--- src/rtl/ipc_pkg.sv ---
// Purpose: shared constants and types for the interrupt priority and context block
// Assumes: one clock, vector numbers 0..81, 13-byte cpu context
// Notes: context byte order is given by CTX_* indices
package ipc_pkg;
  localparam int unsigned NUM_VEC = 82;
  localparam int unsigned VNUM_W = 7;
  localparam int unsigned ADDR_W = 21;
  localparam int unsigned CTX_BYTES = 13;
  localparam int unsigned CTX_W = CTX_BYTES * 8;
  localparam int unsigned IDX_W = 4;
  // byte positions inside the saved context word
  localparam int unsigned CTX_STATUS = 0;
  localparam int unsigned CTX_WORKING_REGISTER = 1;
  localparam int unsigned CTX_BSR = 2;
  localparam int unsigned CTX_FSR0L = 3;
  localparam int unsigned CTX_FSR0H = 4;
  localparam int unsigned CTX_FSR1L = 5;
  localparam int unsigned CTX_FSR1H = 6;
  localparam int unsigned CTX_FSR2L = 7;
  localparam int unsigned CTX_FSR2H = 8;
  localparam int unsigned CTX_PRODL = 9;
  localparam int unsigned CTX_PRODH = 10;
  localparam int unsigned CTX_PCLATH = 11;
  localparam int unsigned CTX_PCLATU = 12;
  // context slots
  localparam logic SLOT_MAIN = 1'h0;
  localparam logic SLOT_LOW = 1'h1;
  // single-vector mode: low vector sits eight words above the base
  localparam logic [ADDR_W-1:0] LOW_VEC_OFS = 21'h000010;
  // state field codes
  localparam logic [1:0] STAT_MAIN = 2'h0;
  localparam logic [1:0] STAT_LOW = 2'h1;
  localparam logic [1:0] STAT_HIGH = 2'h2;
  localparam logic [1:0] STAT_HIGH_OVER_LOW = 2'h3;
  // reset values
  localparam logic [VNUM_W-1:0] VNUM_RST = 7'h00;
  localparam logic [ADDR_W-1:0] ADDR_RST = 21'h000000;

  typedef enum logic [1:0] {
    IPC_MAIN,
    IPC_LOW,
    IPC_HIGH,
    IPC_HIGH_OVER_LOW
  } ipc_exec_e;

  typedef logic [CTX_W-1:0] ipc_ctx_t;

  // slots with no source behind them never count as pending
  function automatic logic vec_used(input int unsigned i);
    return !(i == 36 || i == 58 || (i >= 62 && i <= 69) || (i >= 76 && i <= 79));
  endfunction
endpackage

--- src/rtl/ipc_ctx_if.sv ---
// Purpose: carrier between the controller and its context store
// Assumes: one clock domain
// Notes: read data are registered inside the store
`timescale 1ns/1ps
`default_nettype none
interface ipc_ctx_if;
  logic save_we;
  logic save_slot;
  ipc_pkg::ipc_ctx_t save_data;
  logic rd_slot;
  ipc_pkg::ipc_ctx_t rd_data;
  logic sw_we;
  logic sw_slot;
  logic [ipc_pkg::IDX_W-1:0] sw_idx;
  logic [7:0] sw_wdata;
  logic [7:0] sw_rdata;
  logic [1:0] valid;
  logic clr_valid;
  modport ctrl (output save_we, save_slot, save_data, rd_slot, sw_we, sw_slot, sw_idx,
    sw_wdata, clr_valid, input rd_data, sw_rdata, valid);
  modport store (input save_we, save_slot, save_data, rd_slot, sw_we, sw_slot, sw_idx,
    sw_wdata, clr_valid, output rd_data, sw_rdata, valid);
endinterface
`default_nettype wire

--- src/rtl/ipc_arbiter.sv ---
// Purpose: single-cycle resolution of pending requests per level
// Assumes: pending already masked by flags, enables and used slots
// Notes: with the level scheme off every source counts as high
`timescale 1ns/1ps
`default_nettype none
module ipc_arbiter (
  input wire logic [ipc_pkg::NUM_VEC-1:0] pending_i,
  input wire logic [ipc_pkg::NUM_VEC-1:0] level_i,
  input wire logic scheme_en_i,
  output logic hi_valid_o,
  output logic [ipc_pkg::VNUM_W-1:0] hi_num_o,
  output logic lo_valid_o,
  output logic [ipc_pkg::VNUM_W-1:0] lo_num_o
);
  logic is_hi;
  // combinational resolution
  always_comb begin
    is_hi = 1'h0;
    hi_valid_o = 1'h0;
    hi_num_o = ipc_pkg::VNUM_RST;
    lo_valid_o = 1'h0;
    lo_num_o = ipc_pkg::VNUM_RST;
    // scan downward, lowest number wins
    for (int i = ipc_pkg::NUM_VEC - 1; i >= 0; i--) begin
      // one level when scheme off
      is_hi = level_i[i] | ~scheme_en_i;
      if (pending_i[i] && is_hi) begin
        hi_valid_o = 1'h1;
        hi_num_o = ipc_pkg::VNUM_W'(i);
      end
      if (pending_i[i] && !is_hi) begin
        lo_valid_o = 1'h1;
        lo_num_o = ipc_pkg::VNUM_W'(i);
      end
    end
  end
endmodule
`default_nettype wire

--- src/rtl/ipc_shadow_mem.sv ---
// Purpose: two-slot context store, main and low-routine contexts
// Assumes: hardware save and software write never target the same byte usefully together
// Notes: hardware save wins over a software write in the same cycle
`timescale 1ns/1ps
`default_nettype none
module ipc_shadow_mem (
  input wire logic clk_i,
  input wire logic resetn_i,
  ipc_ctx_if.store bus
);
  typedef struct packed {
    ipc_pkg::ipc_ctx_t [1:0] slot;
    logic [1:0] valid;
    ipc_pkg::ipc_ctx_t rd;
    logic [7:0] sw_rd;
  } ipcm_state_s;
  ipcm_state_s s_q, s_d;

  always_comb begin
    s_d = s_q;
    // software edits the saved bytes
    if (bus.sw_we && bus.sw_idx < ipc_pkg::IDX_W'(ipc_pkg::CTX_BYTES)) begin
      s_d.slot[bus.sw_slot][bus.sw_idx*8 +: 8] = bus.sw_wdata;
    end
    // independent main and low slots
    if (bus.save_we) begin
      s_d.slot[bus.save_slot] = bus.save_data;
      s_d.valid[bus.save_slot] = 1'h1;
    end
    if (bus.clr_valid) begin
      s_d.valid[bus.rd_slot] = 1'h0;
    end
    s_d.rd = s_q.slot[bus.rd_slot];
    // view select picks the slot
    s_d.sw_rd = (bus.sw_idx < ipc_pkg::IDX_W'(ipc_pkg::CTX_BYTES)) ?
      s_q.slot[bus.sw_slot][bus.sw_idx*8 +: 8] : 8'h00;
  end

  always_ff @(posedge clk_i or negedge resetn_i) begin
    if (!resetn_i) begin
      s_q <= '0;
    end else begin
      s_q <= s_d;
    end
  end

  assign bus.rd_data = s_q.rd;
  assign bus.sw_rdata = s_q.sw_rd;
  assign bus.valid = s_q.valid;
endmodule
`default_nettype wire

--- src/rtl/ipc_top.sv ---
// Purpose: interrupt arbitration, execution state tracking and context save/restore
// Assumes: boundary_i marks instruction boundaries; flags are cleared by their sources
// Notes: the cpu applies vector, stack and restore pulses; latency is the cpu's business
//
// Functional notes
// fixed vector number per source, 0..81
// equal level ties broken by vector order
// lower vector number wins within a level
// flag set means pending, all arbitrated
// save working register, then load vector
// flags cleared by software or sources
// main takes both; low routine only high
// execution state readable as status field
// global enables untouched; state machine tracks
// halt main, service, resume on return
// high serviced before pending low
// low waits until no high remains
// high preempts running low routine
// return resumes suspended low routine
// suspended low finishes despite low enable
// simultaneous high and low: high first
// two saved contexts: main and low
// push pc, save full cpu context
// same save both modes; one level
// select bit picks visible saved context
// exits restore the previous context
// software edits to saved context restored
// multi-vector address is base plus 2*number
// level scheme only when enable set
// return operand chooses context restore
// reset: main state, nothing saved, main view; the view follows context_view_select_i, which reset does not touch
// arbitration completes in one cycle
`timescale 1ns/1ps
`default_nettype none
module ipc_top (
  input wire logic clk_i,
  input wire logic resetn_i,
  input wire logic [ipc_pkg::NUM_VEC-1:0] request_flag_regs_i,
  input wire logic [ipc_pkg::NUM_VEC-1:0] source_enable_i,
  input wire logic [ipc_pkg::NUM_VEC-1:0] source_level_select_regs_i,
  input wire logic global_high_enable_i,
  input wire logic global_low_enable_i,
  input wire logic level_scheme_enable_i,
  input wire logic vector_table_mode_i,
  input wire logic [ipc_pkg::ADDR_W-1:0] vector_table_base_i,
  input wire logic context_view_select_i,
  input wire logic boundary_i,
  input wire logic return_from_irq_op_i,
  input wire logic return_restore_i,
  input wire logic [ipc_pkg::CTX_W-1:0] cpu_ctx_i,
  input wire logic shadow_wr_i,
  input wire logic [ipc_pkg::IDX_W-1:0] shadow_idx_i,
  input wire logic [7:0] shadow_wdata_i,
  output logic vector_o,
  output logic [ipc_pkg::VNUM_W-1:0] vector_num_o,
  output logic [ipc_pkg::ADDR_W-1:0] vector_addr_o,
  output logic [7:0] working_register_o,
  output logic pc_push_o,
  output logic pc_pop_o,
  output logic restore_o,
  output logic [ipc_pkg::CTX_W-1:0] restore_ctx_o,
  output logic [1:0] irq_control_two_state_o,
  output logic [1:0] ctx_valid_o,
  output logic [7:0] shadow_rdata_o
);
  typedef struct packed {
    ipc_pkg::ipc_exec_e st;
    logic vec;
    logic [ipc_pkg::VNUM_W-1:0] vnum;
    logic [ipc_pkg::ADDR_W-1:0] vaddr;
    logic push;
    logic pop;
    logic rest;
    logic [1:0] stat;
  } ipc_state_s;
  ipc_state_s s_q, s_d;

  ipc_ctx_if cbus ();

  logic [ipc_pkg::NUM_VEC-1:0] pending;
  logic hi_valid;
  logic lo_valid;
  logic [ipc_pkg::VNUM_W-1:0] hi_num;
  logic [ipc_pkg::VNUM_W-1:0] lo_num;
  logic take_hi;
  logic take_lo;
  logic take;
  logic [ipc_pkg::VNUM_W-1:0] take_num;
  logic ret;
  logic rd_slot;

  // unused slots never pend
  genvar g;
  generate
    for (g = 0; g < ipc_pkg::NUM_VEC; g++) begin : g_pend
      // flag and enable form pending
      // flags read only, never cleared here
      assign pending[g] = request_flag_regs_i[g] & source_enable_i[g] &
        ipc_pkg::vec_used(g);
    end
  endgenerate

  ipc_arbiter u_arb (
    .pending_i(pending),
    .level_i(source_level_select_regs_i),
    .scheme_en_i(level_scheme_enable_i),
    .hi_valid_o(hi_valid),
    .hi_num_o(hi_num),
    .lo_valid_o(lo_valid),
    .lo_num_o(lo_num)
  );

  ipc_shadow_mem u_mem (
    .clk_i(clk_i),
    .resetn_i(resetn_i),
    .bus(cbus)
  );

  // a return outside main in the same cycle as a boundary goes first, so no vectoring then
  assign ret = return_from_irq_op_i && (s_q.st != ipc_pkg::IPC_MAIN);

  // acceptance per state; enables only gate, never get modified
  always_comb begin
    take_hi = 1'h0;
    take_lo = 1'h0;
    if (boundary_i && !ret) begin
      unique case (s_q.st)
        ipc_pkg::IPC_MAIN: begin
          // main accepts either level
          // high chosen over low
          take_hi = hi_valid & global_high_enable_i;
          // low only with no high pending
          take_lo = !hi_valid & lo_valid & global_high_enable_i & global_low_enable_i &
            level_scheme_enable_i;
        end
        ipc_pkg::IPC_LOW: begin
          // high preempts low routine
          take_hi = hi_valid & global_high_enable_i & level_scheme_enable_i;
        end
        ipc_pkg::IPC_HIGH,
        ipc_pkg::IPC_HIGH_OVER_LOW: begin
          take_hi = 1'h0;
        end
      endcase
    end
  end

  assign take = take_hi | take_lo;
  assign take_num = take_hi ? hi_num : lo_num;

  // slot to restore on a return; it is read one cycle ahead of restore_o
  always_comb begin
    rd_slot = ipc_pkg::SLOT_MAIN;
    if (s_q.st == ipc_pkg::IPC_HIGH_OVER_LOW) begin
      rd_slot = ipc_pkg::SLOT_LOW;
    end
  end

  always_comb begin
    cbus.rd_slot = rd_slot;
    // context captured at vectoring
    cbus.save_we = take;
    // low slot only under preemption
    cbus.save_slot = (s_q.st == ipc_pkg::IPC_LOW) ? ipc_pkg::SLOT_LOW : ipc_pkg::SLOT_MAIN;
    cbus.save_data = cpu_ctx_i;
    // the slot is consumed by the return, whether restored or not
    cbus.clr_valid = ret;
    // software view and edit
    cbus.sw_we = shadow_wr_i;
    cbus.sw_slot = context_view_select_i;
    cbus.sw_idx = shadow_idx_i;
    cbus.sw_wdata = shadow_wdata_i;
  end

  always_comb begin
    s_d = s_q;
    s_d.vec = 1'h0;
    s_d.push = 1'h0;
    s_d.pop = 1'h0;
    s_d.rest = 1'h0;
    if (ret) begin
      s_d.pop = 1'h1;
      // operand selects context restore
      s_d.rest = return_restore_i;
      unique case (s_q.st)
        // back to suspended low
        // low context comes back
        ipc_pkg::IPC_HIGH_OVER_LOW: s_d.st = ipc_pkg::IPC_LOW;
        // resume main on return
        ipc_pkg::IPC_HIGH: s_d.st = ipc_pkg::IPC_MAIN;
        ipc_pkg::IPC_LOW: s_d.st = ipc_pkg::IPC_MAIN;
        ipc_pkg::IPC_MAIN: s_d.st = ipc_pkg::IPC_MAIN;
      endcase
    end else if (take) begin
      // pc goes onto the return stack
      s_d.push = 1'h1;
      s_d.vec = 1'h1;
      // vector number into working register
      s_d.vnum = take_num;
      // base plus twice the number
      if (vector_table_mode_i) begin
        s_d.vaddr = ipc_pkg::ADDR_W'(vector_table_base_i + {take_num, 1'h0});
      end else if (take_lo) begin
        s_d.vaddr = ipc_pkg::ADDR_W'(vector_table_base_i + ipc_pkg::LOW_VEC_OFS);
      end else begin
        s_d.vaddr = vector_table_base_i;
      end
      if (take_lo) begin
        s_d.st = ipc_pkg::IPC_LOW;
      end else if (s_q.st == ipc_pkg::IPC_LOW) begin
        s_d.st = ipc_pkg::IPC_HIGH_OVER_LOW;
      end else begin
        s_d.st = ipc_pkg::IPC_HIGH;
      end
    end
    // state field follows the machine
    unique case (s_d.st)
      ipc_pkg::IPC_MAIN: s_d.stat = ipc_pkg::STAT_MAIN;
      ipc_pkg::IPC_LOW: s_d.stat = ipc_pkg::STAT_LOW;
      ipc_pkg::IPC_HIGH: s_d.stat = ipc_pkg::STAT_HIGH;
      ipc_pkg::IPC_HIGH_OVER_LOW: s_d.stat = ipc_pkg::STAT_HIGH_OVER_LOW;
    endcase
  end

  // reset into main, no vector pending
  always_ff @(posedge clk_i or negedge resetn_i) begin
    if (!resetn_i) begin
      s_q.st <= ipc_pkg::IPC_MAIN;
      s_q.vec <= 1'h0;
      s_q.vnum <= ipc_pkg::VNUM_RST;
      s_q.vaddr <= ipc_pkg::ADDR_RST;
      s_q.push <= 1'h0;
      s_q.pop <= 1'h0;
      s_q.rest <= 1'h0;
      s_q.stat <= ipc_pkg::STAT_MAIN;
    end else begin
      s_q <= s_d;
    end
  end

  assign vector_o = s_q.vec;
  assign vector_num_o = s_q.vnum;
  assign vector_addr_o = s_q.vaddr;
  assign working_register_o = {1'h0, s_q.vnum};
  assign pc_push_o = s_q.push;
  assign pc_pop_o = s_q.pop;
  assign restore_o = s_q.rest;
  // restored bytes come from the store register
  assign restore_ctx_o = cbus.rd_data;
  assign irq_control_two_state_o = s_q.stat;
  assign ctx_valid_o = cbus.valid;
  assign shadow_rdata_o = cbus.sw_rdata;
endmodule
`default_nettype wire

--- config.mk ---
export PLATFORM = sky130hd
export DESIGN_NAME = ipc_top
export DESIGN_NICKNAME = d
export VERILOG_FILES = /design/src/rtl/ipc_pkg.sv /design/src/rtl/ipc_ctx_if.sv /design/src/rtl/ipc_arbiter.sv /design/src/rtl/ipc_shadow_mem.sv /design/src/rtl/ipc_top.sv
export SDC_FILE = /design/constraint.sdc
export NUM_CORES = 1
export LEC_CHECK = 0
export ABC_AREA = 1
export BUFFER_PORTS_ARGS = -buffer_cell sky130_fd_sc_hd__buf_4
export CAP_MARGIN = 5
export CORE_MARGIN = 2
export CORE_UTILIZATION = 40
export CTS_CLUSTER_SIZE = 40
export DETAILED_ROUTE_END_ITERATION = 7
export HOLD_SLACK_MARGIN = 0.06
export PLACE_DENSITY_LB_ADDON = 0.2
export SYNTH_ARGS = -nofsm -noshare
export SYNTH_HDL_FRONTEND = slang
export SYNTH_HIERARCHICAL = 1
export SYNTH_SLANG_ARGS = --single-unit
export TNS_END_PERCENT = 20
--- constraint.sdc ---
create_clock -name clk_i -period 3.8 [get_ports clk_i]
set_clock_uncertainty 0.2 [all_clocks]
set_input_delay 0.76 -clock clk_i [delete_from_list [all_inputs] [get_ports clk_i]]
set_output_delay 0.76 -clock clk_i [all_outputs]
set_load 0.02 [all_outputs]
Yosys cells after proc, flatten, opt, wreduce, memory -nomap -nowiden
Index checks and enable logic that the tools add are counted.
{ "classes": {"add_sub_neg": 3, "n_lt_le_gt_ge": 7, "n_eq_ne": 6, "shifts": 3, "muxes": 307, "bitwise": 148, "reduce_logical": 218} }
{ "ops": {"columns": ["op", "n"], "rows": [
  ["7-bit two-way mux", 137],
  ["104-bit two-way mux", 6],
  ["208-bit bitwise mux", 2],
  ["210-bit two-way mux", 1],
  ["104-bit demux with 1-bit select", 2],
  ["208-bit two-way mux", 1],
  ["1-bit two-way mux", 144],
  ["1-bit logical AND", 142],
  ["8-bit by 34-bit variable shift with 104-bit output (first input constant)", 1],
  ["104-bit by 8-bit variable part select with 8-bit output", 1],
  ["8-bit by 34-bit variable part select with 104-bit output", 1],
  ["1-bit bitwise AND", 74],
  ["1-bit logical NOT", 70],
  ["1-bit OR", 69],
  ["21-bit two-way mux", 2],
  ["7-bit negation with 34-bit output", 1],
  ["32-bit two-way mux", 1],
  ["30-bit two-way mux", 1],
  ["21-bit by 5-bit adder with 21-bit output (second input constant)", 1],
  ["21-bit by 8-bit adder with 21-bit output", 1],
  ["2-bit equality test (second input constant)", 4],
  ["2-bit two-way mux", 4],
  ["8-bit two-way mux", 1],
  ["2-bit case mux with 4 select lines", 1],
  ["other kinds (16)", 24]
]} }
{ "totals": {"register_bits": 358, "input_bits": 394, "out_inout_bits": 156} }

Depth between registers and ports, before layout
Gate-level depths: netlist (run 1).
{ "depth": {"ltp_word": 84, "depth_mapped": 100, "mapped_depth_nobuf": 100} }

Hierarchy
The synthesis (run 1) kept the hierarchy.
{ "by_module_without_submodules": {"columns": ["module", "n_inst", "cells_per_inst", "area_each_um2", "seq_area_each_um2"], "rows": [
  ["ipc_shadow_mem", 1, 2678, 18724.2, 8057.7],
  ["ipc_top", 1, 565, 3323.2, 850.8],
  ["ipc_arbiter", 1, 723, 3009.1, 0.0]
]} }

Least setup slack after synthesis (run 1)
OpenSTA, ideal clock, no wires.
{ "synth_timing": {"path_type": "input to register", "startpoint": "input port level_scheme_enable_i", "endpoint": "register s_q (netlist bit vector_addr_o[13])", "setup_ns": 0.117, "arrival_ns": 6.167, "required_time_ns": 3.483, "slack_ns": -2.684, "path_stages": 42, "path_buffers": 16, "path_cell_list": "inv_2 buf_6 buf_2 buf_2 buf_2 buf_2 buf_4 buf_2 buf_2 buf_2 buf_2 buf_2 buf_2 buf_2 buf_2 buf_2 o21ai_0 nand2_1 [6 not listed] nand3_1 nor2_1 nand2_2 buf_4 nand2_1 nand2_1 ha_1 fa_1 nand2_1 nand2_1 nand3_1 nand2_1 nand2_1 nand2_1 nand3_1 nand2_1 nand3_1 nand2_1"} }
{ "synth_via": {"word_cells_on_any_way": 562, "classes_between": "add/sub (1); mux (279); bitwise (76); reduce/logical (206)"} }
{ "synth_lines": {"columns": ["element", "line", "rtl"], "rows": [
  ["start: declaration", "ipc_top.sv:43", "input wire logic level_scheme_enable_i,"],
  ["1-bit NOT (*)", null, null],
  ["1-bit OR", "ipc_arbiter.sv:26", "is_hi = level_i[i] | ~scheme_en_i;"],
  ["1-bit logical AND", "ipc_arbiter.sv:27", "if (pending_i[i] && is_hi) begin"],
  ["1-bit two-way mux (67 in a row)", "ipc_arbiter.sv:27", null],
  ["1-bit two-way mux (*)", "ipc_arbiter.sv:27", null],
  ["net hi_valid", "ipc_top.sv:81", "logic hi_valid;"],
  ["1-bit bitwise AND (*)", "ipc_top.sv:131, ipc_top.sv:138", null],
  ["1-bit bitwise AND", "ipc_top.sv:138", "take_hi = hi_valid & global_high_enable_i & level_scheme_enable_i;"],
  ["1-bit case mux with 3 select lines (*)", "ipc_top.sv:127", "unique case (s_q.st)"],
  ["1-bit two-way mux (*)", "ipc_top.sv:126", "if (boundary_i && !ret) begin"],
  ["7-bit two-way mux (*)", "ipc_top.sv:149", "assign take_num = take_hi ? hi_num : lo_num;"],
  ["net take_num (one bit)", "ipc_top.sv:88", "logic [ipc_pkg::VNUM_W-1:0] take_num;"],
  ["21-bit by 8-bit adder with 21-bit output (*)", "ipc_top.sv:202", "s_d.vaddr = ipc_pkg::ADDR_W'(vector_table_base_i + {take_num, 1'h0});"],
  ["21-bit two-way mux (*)", "ipc_top.sv:201", "if (vector_table_mode_i) begin"],
  ["end: declaration", "ipc_top.sv:76", "ipc_state_s s_q, s_d;"]
]} }
Mark *: on every way through the listed nets, which the timed path passes. The rest lies on a longest branch.
A chain may end at the register's enable or synchronous reset.

Worst setup path after layout (run 1)
{ "layout_timing": {"startpoint": "input port request_flag_regs_i[81] in the netlist's numbering", "endpoint": "register s_q (netlist bit vector_addr_o[7])"} }
{ "layout_via": {"word_cells_on_any_way": 292, "classes_between": "add/sub (1); mux (279); bitwise (8); reduce/logical (4)"} }
{ "layout_lines": {"columns": ["element", "line", "rtl"], "rows": [
  ["start: declaration", "ipc_top.sv:38", "input wire logic [ipc_pkg::NUM_VEC-1:0] request_flag_regs_i,"],
  ["1-bit bitwise AND", "ipc_top.sv:98", "assign pending[g] = request_flag_regs_i[g] & source_enable_i[g] &"],
  ["net pending (one bit)", "ipc_top.sv:80", "logic [ipc_pkg::NUM_VEC-1:0] pending;"],
  ["1-bit logical AND", "ipc_arbiter.sv:27", null],
  ["7-bit two-way mux (68 in a row)", "ipc_arbiter.sv:27", null],
  ["net hi_num (one bit)", "ipc_top.sv:83", "logic [ipc_pkg::VNUM_W-1:0] hi_num;"],
  ["7-bit two-way mux", "ipc_top.sv:149", null],
  ["net take_num (one bit)", "ipc_top.sv:88", null],
  ["21-bit by 8-bit adder with 21-bit output", "ipc_top.sv:202", null],
  ["21-bit two-way mux", "ipc_top.sv:201", null]
]} }
The timed path passes the listed nets, and every way through them passes these cells.

==> flow_summary.yaml, run 1 <==
status:
  status: "complete, but fails checks"
  violations: "setup timing"
timing:
  hold_viol: 0
  fmax_mhz: 156
  slew_viol_final: 0
  worst_pin_slew_ps: 901
  fin_crit_sh_pct: 169
  rsz0062_at_grt: "true"
  setup_viol: 240
  fin_ws_ps: -2630
  layout_min_cycle_time_ps: 6430
  max_slew_margin_pct: 39.7
yosys:
  yosysTopAreaCellShare_pct: 35.6
  yosys_warnings: 6
  synth-xor-area-share_pct: 0.0699
  synth.most_common_cell: "nand2_1"
  syn_area_per_cell_um2: 6.32
  synth_area_leaders: "dfrtp_1 (36%), nand2_1 (20%), inv_1 (7.6%)"
  synth_top_area_cell: "dfrtp_1"
  ys_seq_area_share_pct: 35.6
  synth_cell_types: 43
  yosys.area_share.simple_pct: 36.9
  synth-seq-cells: 356
  synthCells: 3966
  synth_ff_type: "dfrtp_1"
  synthAdderAreaFrac_pct: 0.579
  synth_edf_count: 0
  async_reset_ff_share_pct: 100
  synth_area_um2: 25100
  muxShareOfSynthArea_pct: 0
  synth_common_cells: "nand2_1 (1345), inv_1 (510), dfrtp_1 (356), nor2_1 (323), nand3_1 (316)"
  synth_top_family_by_area: "simple AND/OR/NAND/NOR gates"
  synth_compound_area_share_pct: 11.1
worst_setup_path:
  crit_arrival_ps: 6730
  regToRegStartpoint: "s_q[34]"
  cp-startpoint: "request_flag_regs_i[81]"
  r2r_cells: 18
  critPathKind: "input pin to flop"
  cp_common_cell: "nand2_1"
  regToRegEndpoint: "vector_addr_o[20]"
  critPathSlowestCell: "fa_2"
  cp-end-kind: "flop"
  required_ps: 4110
  r2r_slack_ps: 690
  cp-start-kind: "input pin"
  critPathMaxFanout: 4
  cpPeakStageDelay_ps: 360
hold_path:
  whs_path_depth: 3
  hp-class: "input pin to flop"
  hold_end: "vector_addr_o[0]"
  hp-start: "vector_table_base_i[0]"
placed_design:
  gp_congestion: 1.04
  place_ws_ps: -3330
  io_buffer_count: 520
  place_hpwl_um: 76200
route:
  drt_iter0_markers: 2862
  wl_met3_um: 9670
  wirelength_um: 105000
  ant_nets: 0
  drc: 0
  wl_per_cell_um: 19.0
  wl_met2_um: 49500
  firstDrtPassIters: 8
  top_layer: "met5"
  viasPerCell: 5.16
  drt-met1-wl_um: 40000
  dr_total_vias: 28400
global_route:
  grt_usage_pct: 31.4
  grt_pass1_vias: 26900
  grt-ovfl-total: 0
  antenna_found_initial: 11
  grt_pass1_wl_um: 155000
  grt_max_degree: 80
job:
  maxCapViolations: 0
floorplanning:
  core_area_um2: 61800
  rows: 91
  dieArea_um2: 64700
  die_w_um: 254
  die-height_um: 254
  ios: 550
  start_util_pct: 40.5
cts:
  path_clk_slew_ps: 60
  worst_skew_pair.late_latency_ps: 580
  cts_buffers: 43
  cts_max_level: 2
  cts.sinks: 356
  clk_path_buf_depth: 3
  cts_tree: "yes"
  cts_root_buf: "clkbuf_16"
layout:
  drive_above_1_share_pct: 27.7
  nets: 5044
  syn_to_final_growth_pct: 40.6
power_and_ir_drop:
  ir_worst_vdd_mv: 0.285
  p_leak_nw: 19.8
  finalPower_mw: 17.7
  power_density_nw_per_um2: 502
[cells by family (layout without fill, tap and decap cells)]
group,Yosys count,count (layout)
DFF,356,356
AOI/OAI and AO/OA,518,518
xor gates and xnor gates,2,2
adders and majority gates,11,11
other,1,35
and+or+nand+nor,2204,2204
buffers and inverters,874,1550
[registers in the layout, summed over array words and instances (netlist names), 2 cells and up]
signal and cells:
s_q 2, vector_addr_o 21, u_mem/bus.valid 2, u_mem/bus.rd_data 104, vector_num_o 7, u_mem/s_q 208
u_mem/bus.sw_rdata 8
[per-layer routing]
layer / global-route usage [%] / vias up
met5: 0 / -
met4: 15.1 / 14
met3: 6.69 / 264
met2: 53.0 / 1372
met1: 38.0 / 13100
li1: - / 13700
[where the power goes]
group          leakage [nW]  internal (mW)  switching (mW)
Sequential             4.33           5.11           0.664
Combinational          14.7           3.08            4.46
Clock                 0.704           2.60            1.77
[final cells by class]
class | count | area (um^2)
Fill cell | 5883 | 26600
Multi-Input combinational cell | 2764 | 13300
Sequential cell | 356 | 8910
Timing Repair Buffer | 938 | 8350
Inverter | 533 | 2070
Clock buffer | 53 | 1160
Tap cell | 837 | 1050
Clock inverter | 23 | 309
Timing Repair inverter | 3 | 31.3
Antenna cell | 6 | 15.0
[what timing repair did]
| action | CTS | global route |
|---|---|---|
| endpoints found under the setup margin | 241 | 240 |
| cloned | 25 | 7 |
| hold buffers | 1 | 0 |
| pin swaps | 70 | 31 |
| endpoints found under the hold margin | 74 | 0 |
| resized for setup | 275 | 44 |
| buffers inserted | 48 | 6 |
[critical path: cells and delay by family]
| kind | cells | cell delay (ps) |
|---|---|---|
| compound gates | 5 | 400 |
| fa+ha+maj | 2 | 530 |
| buf+inv | 4 | 310 |
| simple gates | 86 | 4750 |
[how the worst max path moves through the flow]
| stage | slack (ps) | to | depth (start not counted) |
|---|---|---|---|
| 5_1_grt | -3530 | vector_addr_o[15] | 101 |
| 2_1_floorplan | -2330 | vector_addr_o[13] | 98 |
| 3_3_place_gp | -3310 | vector_addr_o[13] | 98 |
| 3_5_place_dp | -3330 | vector_addr_o[13] | 98 |
| 6_report | -2630 | vector_addr_o[7] | 97 |
| 4_1_cts | -2550 | vector_addr_o[13] | 99 |
[layout by cell type (no fill, tap or decap), types with 24 or more instances in the layout]
cell type  Yosys  layout
nand2_2        5      38
o21ai_0      249     217
o21ai_2        4      51
buf_16         0      24
buf_6          3      29
conb_1         1      29
nand4_1      159     159
nand3_2        2      92
buf_12         0      34
nor2_1       323     306
dfrtp_1      356     356
nand2_1     1345    1305
inv_1        510     503
clkbuf_16      0      49
a21oi_1      108     107
o21ai_1       98      76
buf_4        159     828
nand3_1      316     222
[stage by stage]
step                      cells  hold WS [ps]  cell area, um^2  TNS (ps)  util [%]
after floorplan            3994           243            25700   -317650         -
after global placement     5345           266            31400   -372330      50.7
after detailed placement   5345           268            31400   -369510      50.7
after CTS                  5494           156            34800   -184190      56.3
after global routing       5511           186            35200   -240250      57.0
final                      5513           186            35200   -187330      57.0
Note: power is estimated with default switching activity, not from simulation.
==> run 2, diff against run 1 <==
--- a/config.mk
+++ b/config.mk
@@ -10,10 +10,12 @@
 export CAP_MARGIN = 5
 export CORE_MARGIN = 2
 export CORE_UTILIZATION = 40
+export CTS_CLUSTER_DIAMETER = 40
 export CTS_CLUSTER_SIZE = 40
 export DETAILED_ROUTE_END_ITERATION = 7
 export HOLD_SLACK_MARGIN = 0.06
 export PLACE_DENSITY_LB_ADDON = 0.2
+export SETUP_SLACK_MARGIN = 0.4
 export SYNTH_ARGS = -nofsm -noshare
 export SYNTH_HDL_FRONTEND = slang
 export SYNTH_HIERARCHICAL = 1
==> run 2 against run 1 <==
Compared with the run above:
- first-iteration DRC count decreased by 2.1%
- final cell count increased by 0.82%
- largest cell class unchanged
- sequential cell count stayed put
- die area stayed put
- sequential share of layout area fell by 0.49 points
- the run still ends with setup timing left
- via count grew 0.16%
- non-clock buffer count shrank 8
- highest routed layer unchanged
- maximum frequency rose by 1.9%
- core utilization rose by 1.1 points
- critical endpoint unchanged
- combinational power is 2% lower
- clock power is 47% higher
==> flow_summary.yaml, run 2 (synthesis results as in run 1) <==
worst_setup_path:
  critPathSlowestCell: "fa_2"
  r2r_slack_ps: 630
  cp-startpoint: "request_flag_regs_i[81]"
  cp-end-kind: "flop"
  r2r_cells: 18
  crit_path_end: "vector_addr_o[7]"
  cp-start-kind: "input pin"
  critPathKind: "input pin to flop"
  critPathMaxFanout: 4
  crit_arrival_ps: 6640
  cp_common_cell: "nand2_1"
  cpPeakStageDelay_ps: 370
  regToRegStartpoint: "s_q[34]"
  regToRegEndpoint: "vector_addr_o[20]"
  required_ps: 4130
route:
  ant_nets: 0
  drt_iter0_markers: 2803
  wirelength_um: 104000
  firstDrtPassIters: 6
  drc: 0
  wl_per_cell_um: 18.6
  dr_total_vias: 28500
  viasPerCell: 5.13
job:
  maxCapViolations: 0
timing:
  hold_viol: 0
  fmax_mhz: 159
  rsz0062_at_grt: "true"
  fin_ws_ps: -2510
  layout_min_cycle_time_ps: 6310
  fin_crit_sh_pct: 166
  slew_viol_final: 0
  worst_pin_slew_ps: 801
  max_slew_margin_pct: 46.4
  hold_ws_ps: 169
  setup_viol: 238
floorplanning:
  start_util_pct: 40.5
  rows: 91
  core_area_um2: 61800
  dieArea_um2: 64700
  die_w_um: 254
  ios: 550
  die-height_um: 254
layout:
  mostFrequentLayoutCells: "nand2_1 (1307), buf_4 (837), inv_1 (504)"
  syn_to_final_growth_pct: 43.4
  nets: 5064
  regMostFlops: "u_mem/s_q"
  final_common_cell: "nand2_1"
  drive_above_1_share_pct: 28.3
  final_util_pct: 58.1
  instances_no_fill: 5558
  design_area_um2: 35900
  largest_reg_flops: 208
global_route:
  antenna_found_initial: 10
  grt-ovfl-total: 0
  grt_usage_pct: 31.3
  grt_pass1_vias: 27000
  grt_max_degree: 80
  grt_pass1_wl_um: 154000
power_and_ir_drop:
  p_int_mw: 12.2
  ir_worst_vdd_mv: 0.382
  pwr-share-comb_pct: 37.7
  switching_power_mw: 7.40
  pwr-share-clk_pct: 32.8
  power_density_nw_per_um2: 545
  p_leak_nw: 20.1
  seqPwrFrac_pct: 29.5
  p_sw_share_pct: 37.8
cts:
  cts_buffers: 72
  path_clk_slew_ps: 50
  cts_root_buf: "clkbuf_16"
  worst_skew_pair.late_latency_ps: 610
  clk_path_buf_depth: 3
  cts.sinks: 356
  cts_tree: "yes"
  cts_max_level: 3
hold_path:
  hp-class: "input pin to flop"
  hp-start: "cpu_ctx_i[62]"
placed_design:
  place_ws_ps: -3330
  place_area_um2: 31400
  dpl.cell_count: 5345
  gp_congestion: 1.04
  place_hpwl_um: 76200
  io_buffer_count: 520
status:
  status: "complete, but fails checks"
  violations: "setup timing"
-- run 2: how the worst min path moves through the flow --
stage | cells past startpoint | slack (ps) | endpoint
global placement | 2 | 270 | vector_addr_o[0]
detailed placement | 2 | 270 | vector_addr_o[15]
finish | 3 | 170 | u_mem/s_q[280]
global route | 3 | 170 | u_mem/s_q[280]
CTS | 3 | 140 | u_mem/s_q[114]
floorplan | 2 | 240 | vector_addr_o[0]
-- run 2: what timing repair did --
item,4_1_cts,5_1_grt
hold endpoints to repair,74,0
pin swaps,81,24
hold buffers,1,0
gates resized for setup,252,44
setup buffers,38,17
cloned,17,4
endpoints found under the setup margin,242,241
-- run 2: per-layer routing --
| layer | GRT usage (%) | wire length, um |
|---|---|---|
| met2 | 52.2 | 49000 |
| met5 | 0 | 80 |
| met3 | 7.38 | 9580 |
| met4 | 15.4 | 5240 |
| met1 | 37.8 | 39700 |
-- run 2: through the flow --
stage / total power [mW] / TNS, ps
2_1_floorplan: 10.5 / -317650
3_3_place_gp: 12.5 / -372330
3_5_place_dp: 12.6 / -369510
4_1_cts: 19.5 / -165940
5_1_grt: 20.7 / -208910
6_report: 19.6 / -156290
-- run 2: layout make-up --
| cell class | instances | area (um^2) |
|---|---|---|
| timing repair inverter | 2 | 22.5 |
| timing repair buffer | 930 | 8070 |
| clock buffer | 81 | 1900 |
| sequential | 356 | 8910 |
| clock inverter | 50 | 572 |
| tap | 837 | 1050 |
| inverter | 533 | 2060 |
| fill | 5783 | 25900 |
| antenna | 5 | 12.5 |
| multi-input combinational | 2764 | 13300 |
-- run 2: critical path: cells and delay by family --
family | cells | cell delay, ps
simple gates | 86 | 4640
fa+ha+maj | 2 | 540
compound gates | 5 | 400
buf+inv | 4 | 310
-- run 2: power by group through the flow --
| stage | Combinational [mW] | Clock, mW | Sequential [mW] |
|---|---|---|---|
| 2_1_floorplan | 4.95 | 0 | 5.59 |
| 3_3_place_gp | 6.71 | 0 | 5.80 |
| 3_5_place_dp | 6.77 | 0 | 5.80 |
| 4_1_cts | 7.19 | 6.50 | 5.77 |
| 5_1_grt | 8.04 | 6.69 | 5.92 |
| 6_report | 7.39 | 6.41 | 5.78 |
